[src/include/slg_consts.svh]
// register offsets, field positions, reset values and timing counts
// assumes byte addressing on a 32-bit apb bus
`ifndef SLG_CONSTS_SVH
`define SLG_CONSTS_SVH

// ----------------------------------------------------------------
// register byte offsets
// ----------------------------------------------------------------
`define SLG_OFF_CTRL    8'h00
`define SLG_OFF_UPPER   8'h04
`define SLG_OFF_LOWER   8'h08
`define SLG_OFF_DELAY   8'h0c
`define SLG_OFF_DWELL   8'h10
`define SLG_OFF_RDELAY  8'h14
`define SLG_OFF_DECEL   8'h18
`define SLG_OFF_STATUS  8'h1c
`define SLG_OFF_SPEED   8'h20

// ----------------------------------------------------------------
// field positions
// ----------------------------------------------------------------
`define SLG_CTRL_ACT    0
`define SLG_CTRL_REACT  1
`define SLG_ST_ACTIVE   0
`define SLG_ST_ERR      1
`define SLG_ST_STATE    2
`define SLG_ST_RAMP     4

// ----------------------------------------------------------------
// reset values
// ----------------------------------------------------------------
`define SLG_RST_LIMIT   16'h0000
`define SLG_RST_TIME    16'h0000

// ----------------------------------------------------------------
// timing
// ----------------------------------------------------------------
`define SLG_MS_NS       1000000
`define SLG_CLK_NS      50

`endif

[src/include/slg_pkg.sv]
// types shared by the speed limit guard files
// assumes slg_consts.svh is available on the include path
package slg_pkg;

  typedef enum logic [1:0] {
    SLG_TORQUE_OFF,
    SLG_STOP_A,
    SLG_STOP_B
  } slg_react_t;

  typedef enum logic [1:0] {
    SLG_IDLE,
    SLG_ARMED,
    SLG_ENFORCE
  } slg_state_t;

  typedef struct packed {
    logic        psel;
    logic        penable;
    logic        pwrite;
    logic [7:0]  paddr;
    logic [31:0] pwdata;
  } slg_apb_t;

  typedef struct packed {
    logic        valid;
    logic [15:0] speed;
  } slg_sample_t;

endpackage : slg_pkg

[src/hw/slg_ms_tick.sv]
// millisecond tick for the speed limit guard
// assumes CLK at the rate given in slg_consts.svh
`timescale 1ns/1ps
`include "slg_consts.svh"
module slg_ms_tick #(
  parameter int unsigned MS_CYCLES = `SLG_MS_NS / `SLG_CLK_NS
) (
  input  wire logic CLK,
  input  wire logic ARST_N,
  input  wire logic CE,
  input  wire logic RUN,
  output logic      TICK
);

  logic [15:0] cnt_reg;

  // phase restarts whenever the guard is not running
  always_ff @(posedge CLK or negedge ARST_N) begin
    if (!ARST_N) begin
      cnt_reg <= 16'h0000;
      TICK    <= 1'b0;
    end else if (CE) begin
      if (!RUN) begin
        cnt_reg <= 16'h0000;
        TICK    <= 1'b0;
      end else if (cnt_reg == 16'(MS_CYCLES - 1)) begin
        cnt_reg <= 16'h0000;
        TICK    <= 1'b1;
      end else begin
        cnt_reg <= cnt_reg + 16'h0001;
        TICK    <= 1'b0;
      end
    end
  end
endmodule : slg_ms_tick

[src/hw/slg_guard.sv]
// speed limit guard: delay, dwell and deceleration-ramp start paths
// assumes speed samples arrive on CLK, one strobe per control cycle
//
// Design decisions made here: the APB interface to the registers and the register offsets.
`timescale 1ns/1ps
`include "slg_consts.svh"

module slg_guard
  import slg_pkg::*;
#(
  parameter int unsigned MS_CYCLES = `SLG_MS_NS / `SLG_CLK_NS
) (
  input  wire logic                  CLK,
  input  wire logic                  ARST_N,
  input  wire logic                  CE,
  input  wire slg_pkg::slg_apb_t     APB,
  output logic                       PREADY,
  output logic                       PSLVERR,
  output logic [31:0]                PRDATA,
  input  wire slg_pkg::slg_sample_t  SAMPLE,
  output logic                       STATUS_ACTIVE,
  output logic                       ERR_STROBE,
  output slg_pkg::slg_react_t        REACT
);

  import slg_pkg::*;

  // ----------------------------------------------------------------
  // helpers
  // ----------------------------------------------------------------
  function automatic logic signed [17:0] wide(input logic [15:0] v);
    wide = 18'(signed'(v));
  endfunction : wide

  function automatic logic in_band(input logic [15:0] s,
                                   input logic [15:0] lo,
                                   input logic [15:0] up);
    in_band = (wide(s) >= wide(lo)) && (wide(s) <= wide(up));
  endfunction : in_band

  // ----------------------------------------------------------------
  // declarations
  // ----------------------------------------------------------------
  logic               act_reg;
  slg_react_t         react_reg;
  logic [15:0]        up_reg;
  logic [15:0]        lo_reg;
  logic [15:0]        dly_reg;
  logic [15:0]        dwl_reg;
  logic [15:0]        rdl_reg;
  logic [15:0]        dec_reg;
  logic [15:0]        spd_reg;
  logic               err_reg;
  logic               in_rng_reg;
  slg_state_t         state_reg;
  slg_state_t         state_next;
  logic [15:0]        dly_cnt_reg;
  logic [15:0]        dwl_cnt_reg;
  logic [15:0]        rdl_cnt_reg;
  logic               ramp_on_reg;
  logic signed [17:0] rup_reg;
  logic signed [17:0] rlo_reg;
  logic signed [17:0] diff;
  logic               ms_tick;
  logic               wr;
  logic               rd_setup;
  logic               mapped;
  logic               cfg_wr_ok;
  logic               smp_in;
  logic               env_ok;
  logic               err_rng;
  logic               err_ramp;
  logic               err_now;
  logic               dly_done;
  logic               dwl_done;
  logic               ramp_done;
  logic               arming;

  // ----------------------------------------------------------------
  // apb slave
  // ----------------------------------------------------------------
  assign mapped    = (APB.paddr <= `SLG_OFF_SPEED) && (APB.paddr[1:0] == 2'b00);
  assign wr        = APB.psel && APB.penable && APB.pwrite && mapped;
  assign rd_setup  = APB.psel && !APB.penable && !APB.pwrite;
  assign cfg_wr_ok = wr && !act_reg;
  assign PREADY    = 1'b1;
  assign PSLVERR   = APB.psel && APB.penable && !mapped;

  always_ff @(posedge CLK or negedge ARST_N) begin
    if (!ARST_N) begin
      act_reg   <= 1'b0;
      react_reg <= SLG_TORQUE_OFF;
    end else if (CE && wr && APB.paddr == `SLG_OFF_CTRL) begin
      act_reg <= APB.pwdata[`SLG_CTRL_ACT];
      if (!act_reg) begin
        // code 3 is not a reaction; fall back to the safest one
        unique case (APB.pwdata[`SLG_CTRL_REACT +: 2])
          2'h1:    react_reg <= SLG_STOP_A;
          2'h2:    react_reg <= SLG_STOP_B;
          default: react_reg <= SLG_TORQUE_OFF;
        endcase
      end
    end
  end

  always_ff @(posedge CLK or negedge ARST_N) begin
    if (!ARST_N) begin
      up_reg  <= `SLG_RST_LIMIT;
      lo_reg  <= `SLG_RST_LIMIT;
      dly_reg <= `SLG_RST_TIME;
      dwl_reg <= `SLG_RST_TIME;
      rdl_reg <= `SLG_RST_TIME;
      dec_reg <= `SLG_RST_LIMIT;
    end else if (CE && cfg_wr_ok) begin
      unique case (APB.paddr)
        `SLG_OFF_UPPER:  up_reg  <= APB.pwdata[15:0];
        `SLG_OFF_LOWER:  lo_reg  <= APB.pwdata[15:0];
        `SLG_OFF_DELAY:  dly_reg <= APB.pwdata[15:0];
        `SLG_OFF_DWELL:  dwl_reg <= APB.pwdata[15:0];
        `SLG_OFF_RDELAY: rdl_reg <= APB.pwdata[15:0];
        `SLG_OFF_DECEL:  dec_reg <= APB.pwdata[15:0];
        default: ;
      endcase
    end
  end

  always_ff @(posedge CLK or negedge ARST_N) begin
    if (!ARST_N) begin
      PRDATA <= 32'h0000_0000;
    end else if (CE && rd_setup) begin
      unique case (APB.paddr)
        `SLG_OFF_CTRL:   PRDATA <= {29'h0, react_reg, act_reg};
        `SLG_OFF_UPPER:  PRDATA <= {16'h0, up_reg};
        `SLG_OFF_LOWER:  PRDATA <= {16'h0, lo_reg};
        `SLG_OFF_DELAY:  PRDATA <= {16'h0, dly_reg};
        `SLG_OFF_DWELL:  PRDATA <= {16'h0, dwl_reg};
        `SLG_OFF_RDELAY: PRDATA <= {16'h0, rdl_reg};
        `SLG_OFF_DECEL:  PRDATA <= {16'h0, dec_reg};
        `SLG_OFF_STATUS: PRDATA <= {27'h0, ramp_on_reg, state_reg, err_reg,
                                    STATUS_ACTIVE};
        `SLG_OFF_SPEED:  PRDATA <= {16'h0, spd_reg};
        default:         PRDATA <= 32'h0000_0000;
      endcase
    end
  end

  // sticky error, write one to clear; a new error wins over the clear
  always_ff @(posedge CLK or negedge ARST_N) begin
    if (!ARST_N) begin
      err_reg <= 1'b0;
    end else if (CE) begin
      if (err_now) begin
        err_reg <= 1'b1;
      end else if (wr && APB.paddr == `SLG_OFF_STATUS && APB.pwdata[`SLG_ST_ERR]) begin
        err_reg <= 1'b0;
      end
    end
  end

  // ----------------------------------------------------------------
  // speed samples and millisecond time base
  // ----------------------------------------------------------------
  assign smp_in = SAMPLE.valid;

  always_ff @(posedge CLK or negedge ARST_N) begin
    if (!ARST_N) begin
      spd_reg    <= 16'h0000;
      in_rng_reg <= 1'b0;
    end else if (CE && smp_in) begin
      spd_reg    <= SAMPLE.speed;
      in_rng_reg <= in_band(SAMPLE.speed, lo_reg, up_reg);
    end
  end

  slg_ms_tick #(
    .MS_CYCLES (MS_CYCLES)
  ) u_tick (
    .CLK    (CLK),
    .ARST_N (ARST_N),
    .CE     (CE),
    .RUN    (act_reg),
    .TICK   (ms_tick)
  );

  // ----------------------------------------------------------------
  // checks and start conditions
  // ----------------------------------------------------------------
  always_comb begin
    diff = 18'sd0;
    if (wide(spd_reg) > wide(up_reg)) begin
      diff = wide(spd_reg) - wide(up_reg);
    end else if (wide(spd_reg) < wide(lo_reg)) begin
      diff = wide(lo_reg) - wide(spd_reg);
    end
  end

  assign env_ok    = (wide(SAMPLE.speed) <= rup_reg) && (wide(SAMPLE.speed) >= rlo_reg);
  assign err_rng   = smp_in && state_reg == SLG_ENFORCE && act_reg
                   && !in_band(SAMPLE.speed, lo_reg, up_reg);
  assign err_ramp  = smp_in && state_reg == SLG_ARMED && act_reg && ramp_on_reg
                   && !env_ok;
  assign err_now   = err_rng || err_ramp;
  assign dly_done  = dly_cnt_reg >= dly_reg;
  assign dwl_done  = (dwl_reg != 16'h0000) && (dwl_cnt_reg >= dwl_reg);
  assign ramp_done = ramp_on_reg && (rup_reg <= wide(up_reg));
  assign arming    = state_reg == SLG_IDLE && act_reg && dly_reg != 16'h0000;

  always_comb begin
    state_next = state_reg;
    unique case (state_reg)
      SLG_IDLE: begin
        if (act_reg) begin
          state_next = (dly_reg == 16'h0000) ? SLG_ENFORCE : SLG_ARMED;
        end
      end
      SLG_ARMED: begin
        if (err_now || dly_done || dwl_done || ramp_done) begin
          state_next = SLG_ENFORCE;
        end
      end
      SLG_ENFORCE: state_next = SLG_ENFORCE;
    endcase
    if (!act_reg) begin
      state_next = SLG_IDLE;
    end
  end

  always_ff @(posedge CLK or negedge ARST_N) begin
    if (!ARST_N) begin
      state_reg <= SLG_IDLE;
    end else if (CE) begin
      state_reg <= state_next;
    end
  end

  // ----------------------------------------------------------------
  // timers
  // ----------------------------------------------------------------
  always_ff @(posedge CLK or negedge ARST_N) begin
    if (!ARST_N) begin
      dly_cnt_reg <= 16'h0000;
      rdl_cnt_reg <= 16'h0000;
    end else if (CE) begin
      if (state_reg != SLG_ARMED) begin
        dly_cnt_reg <= 16'h0000;
        rdl_cnt_reg <= 16'h0000;
      end else if (ms_tick) begin
        dly_cnt_reg <= dly_cnt_reg + 16'h0001;
        if (rdl_cnt_reg != 16'hffff) begin
          rdl_cnt_reg <= rdl_cnt_reg + 16'h0001;
        end
      end
    end
  end

  always_ff @(posedge CLK or negedge ARST_N) begin
    if (!ARST_N) begin
      dwl_cnt_reg <= 16'h0000;
    end else if (CE) begin
      if (state_reg != SLG_ARMED || dwl_reg == 16'h0000) begin
        dwl_cnt_reg <= 16'h0000;
      end else if (smp_in && !in_band(SAMPLE.speed, lo_reg, up_reg)) begin
        dwl_cnt_reg <= 16'h0000;
      end else if (ms_tick && in_rng_reg && dwl_cnt_reg != 16'hffff) begin
        dwl_cnt_reg <= dwl_cnt_reg + 16'h0001;
      end
    end
  end

  // ----------------------------------------------------------------
  // deceleration ramp
  // ----------------------------------------------------------------
  always_ff @(posedge CLK or negedge ARST_N) begin
    if (!ARST_N) begin
      ramp_on_reg <= 1'b0;
      rup_reg     <= 18'sd0;
      rlo_reg     <= 18'sd0;
    end else if (CE) begin
      if (arming) begin
        ramp_on_reg <= 1'b0;
        rup_reg     <= wide(up_reg) + diff;
        rlo_reg     <= wide(lo_reg) - diff;
      end else if (state_reg != SLG_ARMED) begin
        ramp_on_reg <= 1'b0;
      end else if (!ramp_on_reg) begin
        ramp_on_reg <= (dec_reg != 16'h0000) && (rdl_cnt_reg >= rdl_reg);
      end else if (ms_tick) begin
        rup_reg <= rup_reg - 18'(dec_reg);
        rlo_reg <= rlo_reg + 18'(dec_reg);
      end
    end
  end

  // ----------------------------------------------------------------
  // outputs
  // ----------------------------------------------------------------
  assign STATUS_ACTIVE = state_reg == SLG_ENFORCE;
  assign REACT         = react_reg;

  always_ff @(posedge CLK or negedge ARST_N) begin
    if (!ARST_N) begin
      ERR_STROBE <= 1'b0;
    end else if (CE) begin
      ERR_STROBE <= err_now;
    end
  end
endmodule : slg_guard

[config.mk]
export PLATFORM = sky130hd
export DESIGN_NAME = slg_guard
export DESIGN_NICKNAME = d
export VERILOG_FILES = /design/src/include/slg_pkg.sv /design/src/hw/slg_ms_tick.sv /design/src/hw/slg_guard.sv
export VERILOG_INCLUDE_DIRS = /design/src /design/src/include
export SDC_FILE = /design/constraint.sdc
export NUM_CORES = 1
export LEC_CHECK = 0
export BUFFER_PORTS_ARGS = -buffer_cell sky130_fd_sc_hd__buf_2
export CAP_MARGIN = 20
export CORE_AREA = 2 2 221 223
export CTS_CLUSTER_SIZE = 28
export DETAILED_ROUTE_END_ITERATION = 7
export DIE_AREA = 0 0 223 225
export SYNTH_ARGS = -nofsm -noshare
export SYNTH_HDL_FRONTEND = slang
export SYNTH_SLANG_ARGS = --single-unit
[constraint.sdc]
create_clock -name CLK -period 6.2 [get_ports CLK]
set_clock_uncertainty 0.1 [all_clocks]
set_input_delay 0.31 -clock CLK [delete_from_list [all_inputs] [get_ports CLK]]
set_output_delay 0.31 -clock CLK [all_outputs]
set_load 0.03 [all_outputs]
# Yosys cells after proc, flatten, opt, wreduce, memory -nomap -nowiden
# Cells that the tools add are included.
# totals
reg_bits	254
latchBits	0
ramBits	0
mem_bits_ro	0
in_bits	63
out_inout_bits	38
wordCells	165
n_memories	0
# classes
n_addsub	10
n_mul	0
div	0
magnitude_cmp	11
n_eq_ne	18
n_shift	0
n_mux	33
n_bitwise	1
reduce_logical	70
# op_table
cell	count
18-bit two-way mux	10
16-bit two-way mux	10
16-bit one-hot mux with 9 select lines	1
16-bit by 1-bit adder with 16-bit output, second input constant	4
16-bit greater-or-equal comparator	4
16-bit nonzero test	3
16-bit by 16-bit subtractor with 17-bit output	2
8-bit by 5-bit == test with 1-bit output, second input constant	4
1-bit logical AND	32
16-bit logical NOT	2
16-bit != test, second input constant	2
2-bit AND reduction	11
16-bit by 18-bit adder with 18-bit output	1
18-bit by 16-bit adder with 18-bit output	1
16-bit by 18-bit greater-or-equal comparator with 1-bit output	1
16-bit by 18-bit less-or-equal comparator with 1-bit output	1
18-bit by 16-bit less-or-equal comparator with 1-bit output	1
16-bit by 18-bit subtractor with 18-bit output	1
18-bit by 16-bit subtractor with 18-bit output	1
16-bit by 15-bit == test with 1-bit output, second input constant	1
8-bit by 4-bit == test with 1-bit output, second input constant	2
16-bit > comparator	1
16-bit less-or-equal comparator	1
16-bit < comparator	1
other kinds (21)	45

# Depth between registers and ports, before layout
# Gate-level depths: netlist (run 1).
# depth
depth_word	12
ltp_mapped	23
mapped_depth_nobuf	21

# Hierarchy
# A second synthesis (run 1) with hierarchy kept.
# unflattened
cells_unflattened	2119
area_unflattened_um2	19069.5
# modules_own_cells
mod	instances	cells_per_inst	area_each_um2	seq_area_each_um2
slg_guard	1	2022	18146.2	5530.3
slg_ms_tick	1	97	923.4	425.4

# Worst setup path after synthesis (run 1)
# Ideal clock, no wire load.
# synth_path
path_type	register -> register
startpoint	register lo_reg[1]
endpoint	register rup_reg[16]
setup_time_ns	0.127
arrival_ns	5.190
required_ns	5.973
slack_ns	0.783
path_stages_with_launch	23
n_path_buf	2
period_less_slack_ns	5.417
path_cell_list	dfrtp_1 -> ha_1 -> nor2b_1 -> o31a_1 -> o311ai_1 -> a21oi_1 -> o41ai_1 -> nand3b_1 -> and4b_1 -> clkbuf_1 -> buf_2 -> a22o_1 -> ha_1 -> inv_1 -> fa_1 -> nor2b_1 -> o31a_1 -> or4_1 -> a311oi_1 -> nor3_1 -> a2111oi_0 -> mux2i_1 -> nand3b_1
# synth_between
elab_chain_len	5
elab_cells_between_ends	6
cone_classes	2 x add/sub; 1 x order compare; 3 x mux
# synth_lines
item	line	rtl
start: declaration	slg_guard.sv:47	logic [15:0] lo_reg;
start signal: assignment	slg_guard.sv:109	lo_reg <= `SLG_RST_LIMIT;
start signal: assignment	slg_guard.sv:117	`SLG_OFF_LOWER: lo_reg <= APB.pwdata[15:0];
16-bit by 16-bit subtractor with 17-bit output or 16-bit < comparator (tied branches)	slg_guard.sv:193, slg_guard.sv:192	
18-bit two-way mux (*)	slg_guard.sv:192	end else if (wide(spd_reg) < wide(lo_reg)) begin
18-bit two-way mux (*)	slg_guard.sv:190	if (wide(spd_reg) > wide(up_reg)) begin
16-bit by 18-bit adder with 18-bit output (*)	slg_guard.sv:281	rup_reg <= wide(up_reg) + diff;
18-bit two-way mux (*)	slg_guard.sv:279	if (arming) begin
end signal: assignment	slg_guard.sv:281	
end signal: assignment	slg_guard.sv:288	rup_reg <= rup_reg - 18'(dec_reg);
end: declaration	slg_guard.sv:61	logic signed [17:0] rup_reg;
# Mark *: on every way between the ends. The rest lies on a longest branch, timed or not.
# A chain may end at the register's enable or synchronous reset.

# Worst setup path after layout (run 1)
# layout_path
startpoint	register up_reg[9]
endpoint	register rup_reg[16]
# layout_between
elab_chain_len	4
elab_cells_between_ends	5
cone_classes	2 x add/sub; 1 x order compare; 2 x mux
# layout_lines
item	line	rtl
start: declaration	slg_guard.sv:46	logic [15:0] up_reg;
start signal: assignment	slg_guard.sv:108	up_reg <= `SLG_RST_LIMIT;
start signal: assignment	slg_guard.sv:116	`SLG_OFF_UPPER: up_reg <= APB.pwdata[15:0];
16-bit by 16-bit subtractor with 17-bit output or 16-bit > comparator (tied branches)	slg_guard.sv:191, slg_guard.sv:190	
18-bit two-way mux	slg_guard.sv:190	
16-bit by 18-bit adder with 18-bit output (*)	slg_guard.sv:281	
18-bit two-way mux (*)	slg_guard.sv:279	
# Marked as above.

==> results.toml, run 1 <==
[run]
drv_cap = 0

[finish]
layout.cells.non_filler = 2810
finalNetCount = 2485
design_area_sq_um = 21300
drive_gt1_share_pct = 10.5
fillers = 4644
insertedDiodeCount = 0
area_delta_synth_final_pct = 12.3

[critical_path]
cp-startpoint = "up_reg[9]$_DFFE_PN0P_"
critPathLaunchType = "flop"
end_kind = "flop"
arrival_ps = 6170
path_class = "flop to flop"
crit_fanout = 12
cp.required_ps = 6560
r2r-start = "up_reg[9]$_DFFE_PN0P_"

[synthesis]
syn_avg_cell_area_sq_um = 9.15
ys_seq_area_share_pct = 31.4
synth_edf_count = 0
ys_types = 79
synth_area_sq_um = 19000
synth_top_area_cell = "dfrtp_1"
synthFlopType = "dfrtp_1"
ys_ff_latch = 238
yosys_warnings = 0
syn-instance-count = 2074
yosys-top-cells-area = "dfrtp_1, ha_1, inv_1"
synthArstFlopShare_pct = 100
yosysTopAreaCellShare_pct = 31.4

[global_routing]
gr-total-overflow = 0
grt_pass1_vias = 16400
grt_pass1_wl_mm = 94.1
grt_start_max_net_pins = 163
grt_use_total_pct = 24.2
antenna_found_initial = 1

[detailed_routing]
routedLengthMet1_mm = 27.0
drc = 0
wl_met3_mm = 3.83
highest_layer = "met4"
drt-pass1-iter-count = 8
dr_wl_met2_mm = 27.4
vias = 16600
avgViaCountPerCell = 5.91
totalWireLength_mm = 60.7
drt_iter0_drc = 1351
final_antenna_net_count = 0
wl_per_cell_um = 21.6

[placed_design]
dp.cells = 2742
postPlaceCellArea_sq_um = 20200
place_congestion = 0.971
hpwl_mm = 47.8
io_buffers = 67

[timing]
finalSetupViolations = 0
report.final.slew_viol_count = 0
tns_ps = 0
min_period_over_period_pct = 93.6
worstMarginPinSlew_ps = 1090
fmax_ghz = 0.172
hold_viol = 0
whs_ps = 29.4
rsz0062_at_grt = "no"
period_minus_slack_ps = 5800
max_slew_margin_pct = 26.8

[floorplan]
die_area_sq_um = 50200
die_x_um = 223
die_h_um = 225
fp-row-count = 80
start_util_pct = 39.9
ioPinCount = 101
core-area_sq_um = 47500

[pwr]
ir_worst_vdd_v = 0.000203
p_leak_nw = 9.98
power_density_nw_per_um2 = 203

[cts]
clk_pin_slew_worst_paths_ps = 60
cts_setup_buffers = 0
cts_tree = "done"
cts.sinks = 238
clockBufferDepth = 3
clock_latency_ps = 600
cts_root_buf = "clkbuf_16"
h-tree-depth = 1
cts_buffers = 29

[hold_path]
hold_class = "input port to flop"
holdCritStartpoint = "SAMPLE[7]"

[outcome]
outcome = "finished clean"
synth_stat cells, drive strengths merged, types with 16 or more instances:
cell,instances
nand3,54
xnor2,55
a31oi,35
nand2,124
a21o,55
a22o,21
nand4,42
nor3,30
mux2,112
a21oi,107
ha,241
nor2b,20
buf,31
nor2,149
o21ai,106
and3,18
nor4,19
dfrtp,238
o211ai,16
a211oi,24
inv,187
nand2b,25
clkbuf,38
a22oi,52
o21a,23
xor2,66
routing by layer:
metal	track usage, %	up-vias
li1	-	7798
met1	32.8	8186
met2	39.6	521
met3	2.99	108
met4	9.09	0
met5	0	-
cells in the final DEF, fill, tap and decap left out, types with 8 or more instances in the layout:
cell / count
nand3b_1: 8
a21o_1: 55
nor3_1: 30
nand4_1: 42
inv_1: 186
xnor2_1: 55
and3_1: 18
nor2_1: 148
mux2_2: 52
nand2_1: 118
xor2_1: 66
dfrtp_1: 238
nor2b_1: 20
a31oi_1: 35
o211ai_1: 16
nor4_1: 18
mux2i_1: 8
conb_1: 17
ha_1: 241
o21a_1: 23
o21ai_0: 104
a211oi_1: 24
a22o_1: 21
o31ai_1: 11
or3_1: 12
a222oi_1: 15
dlygate4sd3_1: 17
mux2_1: 60
clkbuf_16: 29
buf_2: 66
nand2b_1: 25
a21oi_1: 107
nand3_1: 54
o21bai_1: 9
buf_4: 38
a22oi_1: 52
area by class of cell:
cell class              count  area, sq um  area share, %
clock inverters            17          219           1.03
multi-input cells        1595        12100           56.6
inverters                 187          702           3.29
flip-flops and latches    238         5960           27.9
well taps                 615          769           3.61
repair buffers            124          841           3.94
clock buffers              34          774           3.63
cells by family (layout without fill, tap and decap cells):
family | count (synthesis) | in the layout | synth area share (%)
AOI/OAI and AO/OA | 553 | 553 | 19.7
xor gates and xnor gates | 121 | 121 | 5.58
adders and majority gates | 247 | 247 | 16.5
buffers and inverters | 256 | 362 | 5.46
DFF | 238 | 238 | 31.4
muxes | 120 | 120 | 7.07
other | 2 | 17 | 0.0396
and+or+nand+nor | 537 | 537 | 14.2
per-stage QoR:
step	util (%)	worst slack (ps)	total power [mW]
2_1_floorplan	-	783	2.25
6_report	44.8	395	4.34
3_3_place_gp	42.4	365	2.52
5_1_grt	44.8	7.35	4.52
3_5_place_dp	42.4	347	2.54
4_1_cts	44.8	314	4.36
path summary, 6_finish.rpt:
kind,end,slack (ps),cells past startpoint
max in group asynchronous,rdl_cnt_reg[3]$_DFFE_PN0P_,4430,3
hold reg to reg,PRDATA[12]$_DFFE_PN0P_,370,1
min in group asynchronous,rlo_reg[3]$_DFFE_PN0P_,210,2
setup reg to reg,rup_reg[16]$_DFFE_PN0P_,400,23
hold / removal,spd_reg[7]$_DFFE_PN0P_,30,2
setup / recovery,rup_reg[16]$_DFFE_PN0P_,400,23
worst max-delay path, stage by stage (launching register included):
cell and delay [ps]:
dfrtp_1 380, inv_1 130, ha_1 300, and3_1 180
a221oi_1 300, buf_4 190, nor2_1 40, a211oi_1 290
o31ai_1 170, a311o_1 430, and4b_2 420, buf_4 220
a22o_1 140, ha_1 270, o21a_1 130, o31a_1 130
or4_1 480, a311oi_1 250, buf_4 180, nor3_1 50
a2111oi_0 420, buf_4 200, mux2i_1 190, nand3b_1 100
report_power, final:
group          switching [mW]  internal, mW  total, mW  leakage (nW)
Combinational           0.555         0.378      0.934          6.34
Clock                   0.746          1.06       1.81         0.485
Sequential             0.0259          1.57       1.60          3.15
Total                    1.33          3.01       4.34          9.98
repair_timing:
item	CTS	global route
hold buffers	17	0
endpoints found under the setup margin	0	1
gates resized for setup	0	1
hold endpoints to repair	163	0
Power figures use the tool's default switching activity.
==> inputs of run 2 (changes only) <==
Settings changed: PLACE_DENSITY set to 0.63.
==> run 2 against run 1 <==
Against the previous run: register-to-register slack about the same; core utilization is essentially flat; global-route usage up 0.074 points; maximum frequency about the same; critical path type unchanged; largest power group unchanged.
==> results.toml, run 2 (synthesized netlist as in run 1, its figures left out) <==
[outcome]
outcome = "finished clean"

[timing]
rsz0062_at_grt = "no"
worstMarginPinSlew_ps = 933
tns_ps = 0
min_period_over_period_pct = 93.7
finalSetupViolations = 0
period_minus_slack_ps = 5810
fmax_ghz = 0.172
report.final.slew_viol_count = 0
hold_viol = 0
max_slew_margin_pct = 36.2

[global_routing]
grt_use_total_pct = 24.3
grt_pass1_vias = 16600
grt_use_met2_pct = 40.5
grt-busiest-layer = "met2"
use_met3_pct = 2.69
gr-total-overflow = 0
antenna_found_initial = 1
grt_pass1_wl_mm = 94.3
grt.met1_usage_pct = 33.1
grt_start_max_net_pins = 133

[cts]
clockBufferDepth = 3
cts.sinks = 238
cts_buffers = 28
cts_setup_buffers = 0
h-tree-depth = 1
cts_tree = "done"
clock_latency_ps = 600
cts_root_buf = "clkbuf_16"
clk_pin_slew_worst_paths_ps = 60

[pwr]
power_density_nw_per_um2 = 201
ir_worst_vdd_v = 0.000211
p_leak_nw = 9.98
p_sw_mw = 1.31
pwr-share-comb_pct = 21.7
p_seq_share_pct = 37.1
p_int_mw = 2.98
swShare_pct = 30.5
power_frac_clock_pct = 41.1

[detailed_routing]
final_antenna_net_count = 0
drt_iter0_drc = 1263
wl_per_cell_um = 21.7
totalWireLength_mm = 60.9
drt-pass1-iter-count = 8
avgViaCountPerCell = 5.91
drc = 0
vias = 16600

[placed_design]
io_buffers = 67
hpwl_mm = 48.2
place_congestion = 0.944
dp.cells = 2742

[finish]
drive_gt1_share_pct = 10.4
final_common_cell = "ha_1"
final_cell_mix = "ha_1, dfrtp_1, inv_1"
finalNetCount = 2486
layout.cells.non_filler = 2811
fillers = 4527
area_delta_synth_final_pct = 12.3
insertedDiodeCount = 0

[hold_path]
hold_class = "input port to flop"
holdCritStartpoint = "SAMPLE[1]"

[critical_path]
end_kind = "flop"
critPathLaunchType = "flop"
cp.required_ps = 6550
path_class = "flop to flop"
crit_fanout = 5
arrival_ps = 6160
r2r-start = "up_reg[3]$_DFFE_PN0P_"
cp-startpoint = "up_reg[3]$_DFFE_PN0P_"

[floorplan]
core-area_sq_um = 47500
start_util_pct = 39.9
die_area_sq_um = 50200
ioPinCount = 101
die_x_um = 223
fp-row-count = 80
die_h_um = 225

[run]
drv_cap = 0
## run 2: cell count changes in the layout (fill, tap and decap cells not counted), moves of 2 or more
cell | before | now
clkbuf_1 | 2 | 5
clkbuf_8 | 3 | 7
dlygate4sd3_1 | 17 | 19
clkinvlp_4 | 3 | 0
## run 2: layout make-up
class / count / area (sq um) / share of cell area (%)
Inverter: 187 / 702 / 3.29
Tap cell: 615 / 769 / 3.61
Multi-Input combinational cell: 1595 / 12100 / 56.6
Timing Repair Buffer: 126 / 848 / 3.98
Clock inverter: 10 / 154 / 0.722
Clock buffer: 40 / 816 / 3.83
Sequential cell: 238 / 5960 / 27.9
## run 2: worst paths after layout
check	depth (start not counted)	end	slack, ps
max in group asynchronous	3	spd_reg[13]$_DFFE_PN0P_	4460
setup / recovery	23	rup_reg[16]$_DFFE_PN0P_	390
hold reg to reg	1	PRDATA[4]$_DFFE_PN0P_	380
min in group asynchronous	2	rlo_reg[3]$_DFFE_PN0P_	260
setup reg to reg	23	rup_reg[16]$_DFFE_PN0P_	390
hold / removal	2	spd_reg[1]$_DFFE_PN0P_	30
## run 2: critical path, stage by stage, from the launching register on
cell,delay (ps)
dfrtp_1,480
inv_1,140
ha_1,360
nand3_1,190
o22ai_1,290
o21ai_0,120
buf_4,170
o31ai_2,300
a311o_1,260
and4b_2,320
a22o_1,240
ha_1,220
inv_1,80
fa_1,200
nor2b_1,70
o31a_1,270
or4_1,490
a311oi_1,240
buf_4,170
nor3_1,50
a2111oi_0,430
buf_4,190
mux2i_1,180
nand3b_1,100
## run 2: layer usage
layer | share of wire (%) | wire length, um | up-vias
li1 | - | - | 7809
met1 | 45 | 27400 | 8197
met2 | 46 | 28000 | 518
met3 | 5.9 | 3590 | 98
met4 | 3.2 | 1930 | 0
met5 | 0 | 0 | -
## run 2: timing repair
item,CTS,global route
hold endpoints to repair,197,0
hold buffers,19,0
setup endpoints to repair,0,1
resized for setup,0,3
## run 2: power by group through the flow
stage | Clock, mW | Sequential, mW | Combinational, mW
2_1_floorplan | 0 | 1.61 | 0.636
5_1_grt | 1.85 | 1.60 | 1.02
3_5_place_dp | 0 | 1.62 | 0.901
3_3_place_gp | 0 | 1.62 | 0.888
6_report | 1.77 | 1.59 | 0.934
4_1_cts | 1.79 | 1.59 | 0.918
## run 2: stage by stage
stage | power [mW] | cell area, sq um | hold slack [ps] | setup slack, ps | util (%)
after detailed placement | 2.52 | 20100 | 332 | 346 | 42.4
after global placement | 2.51 | 20100 | 339 | 430 | 42.4
after global routing | 4.47 | 21300 | 12.8 | 22.8 | 44.8
after floorplan | 2.25 | 19000 | -85.6 | 783 | -
final | 4.29 | 21300 | 25.1 | 393 | 44.8
after CTS | 4.30 | 21300 | 0.562 | 304 | 44.8
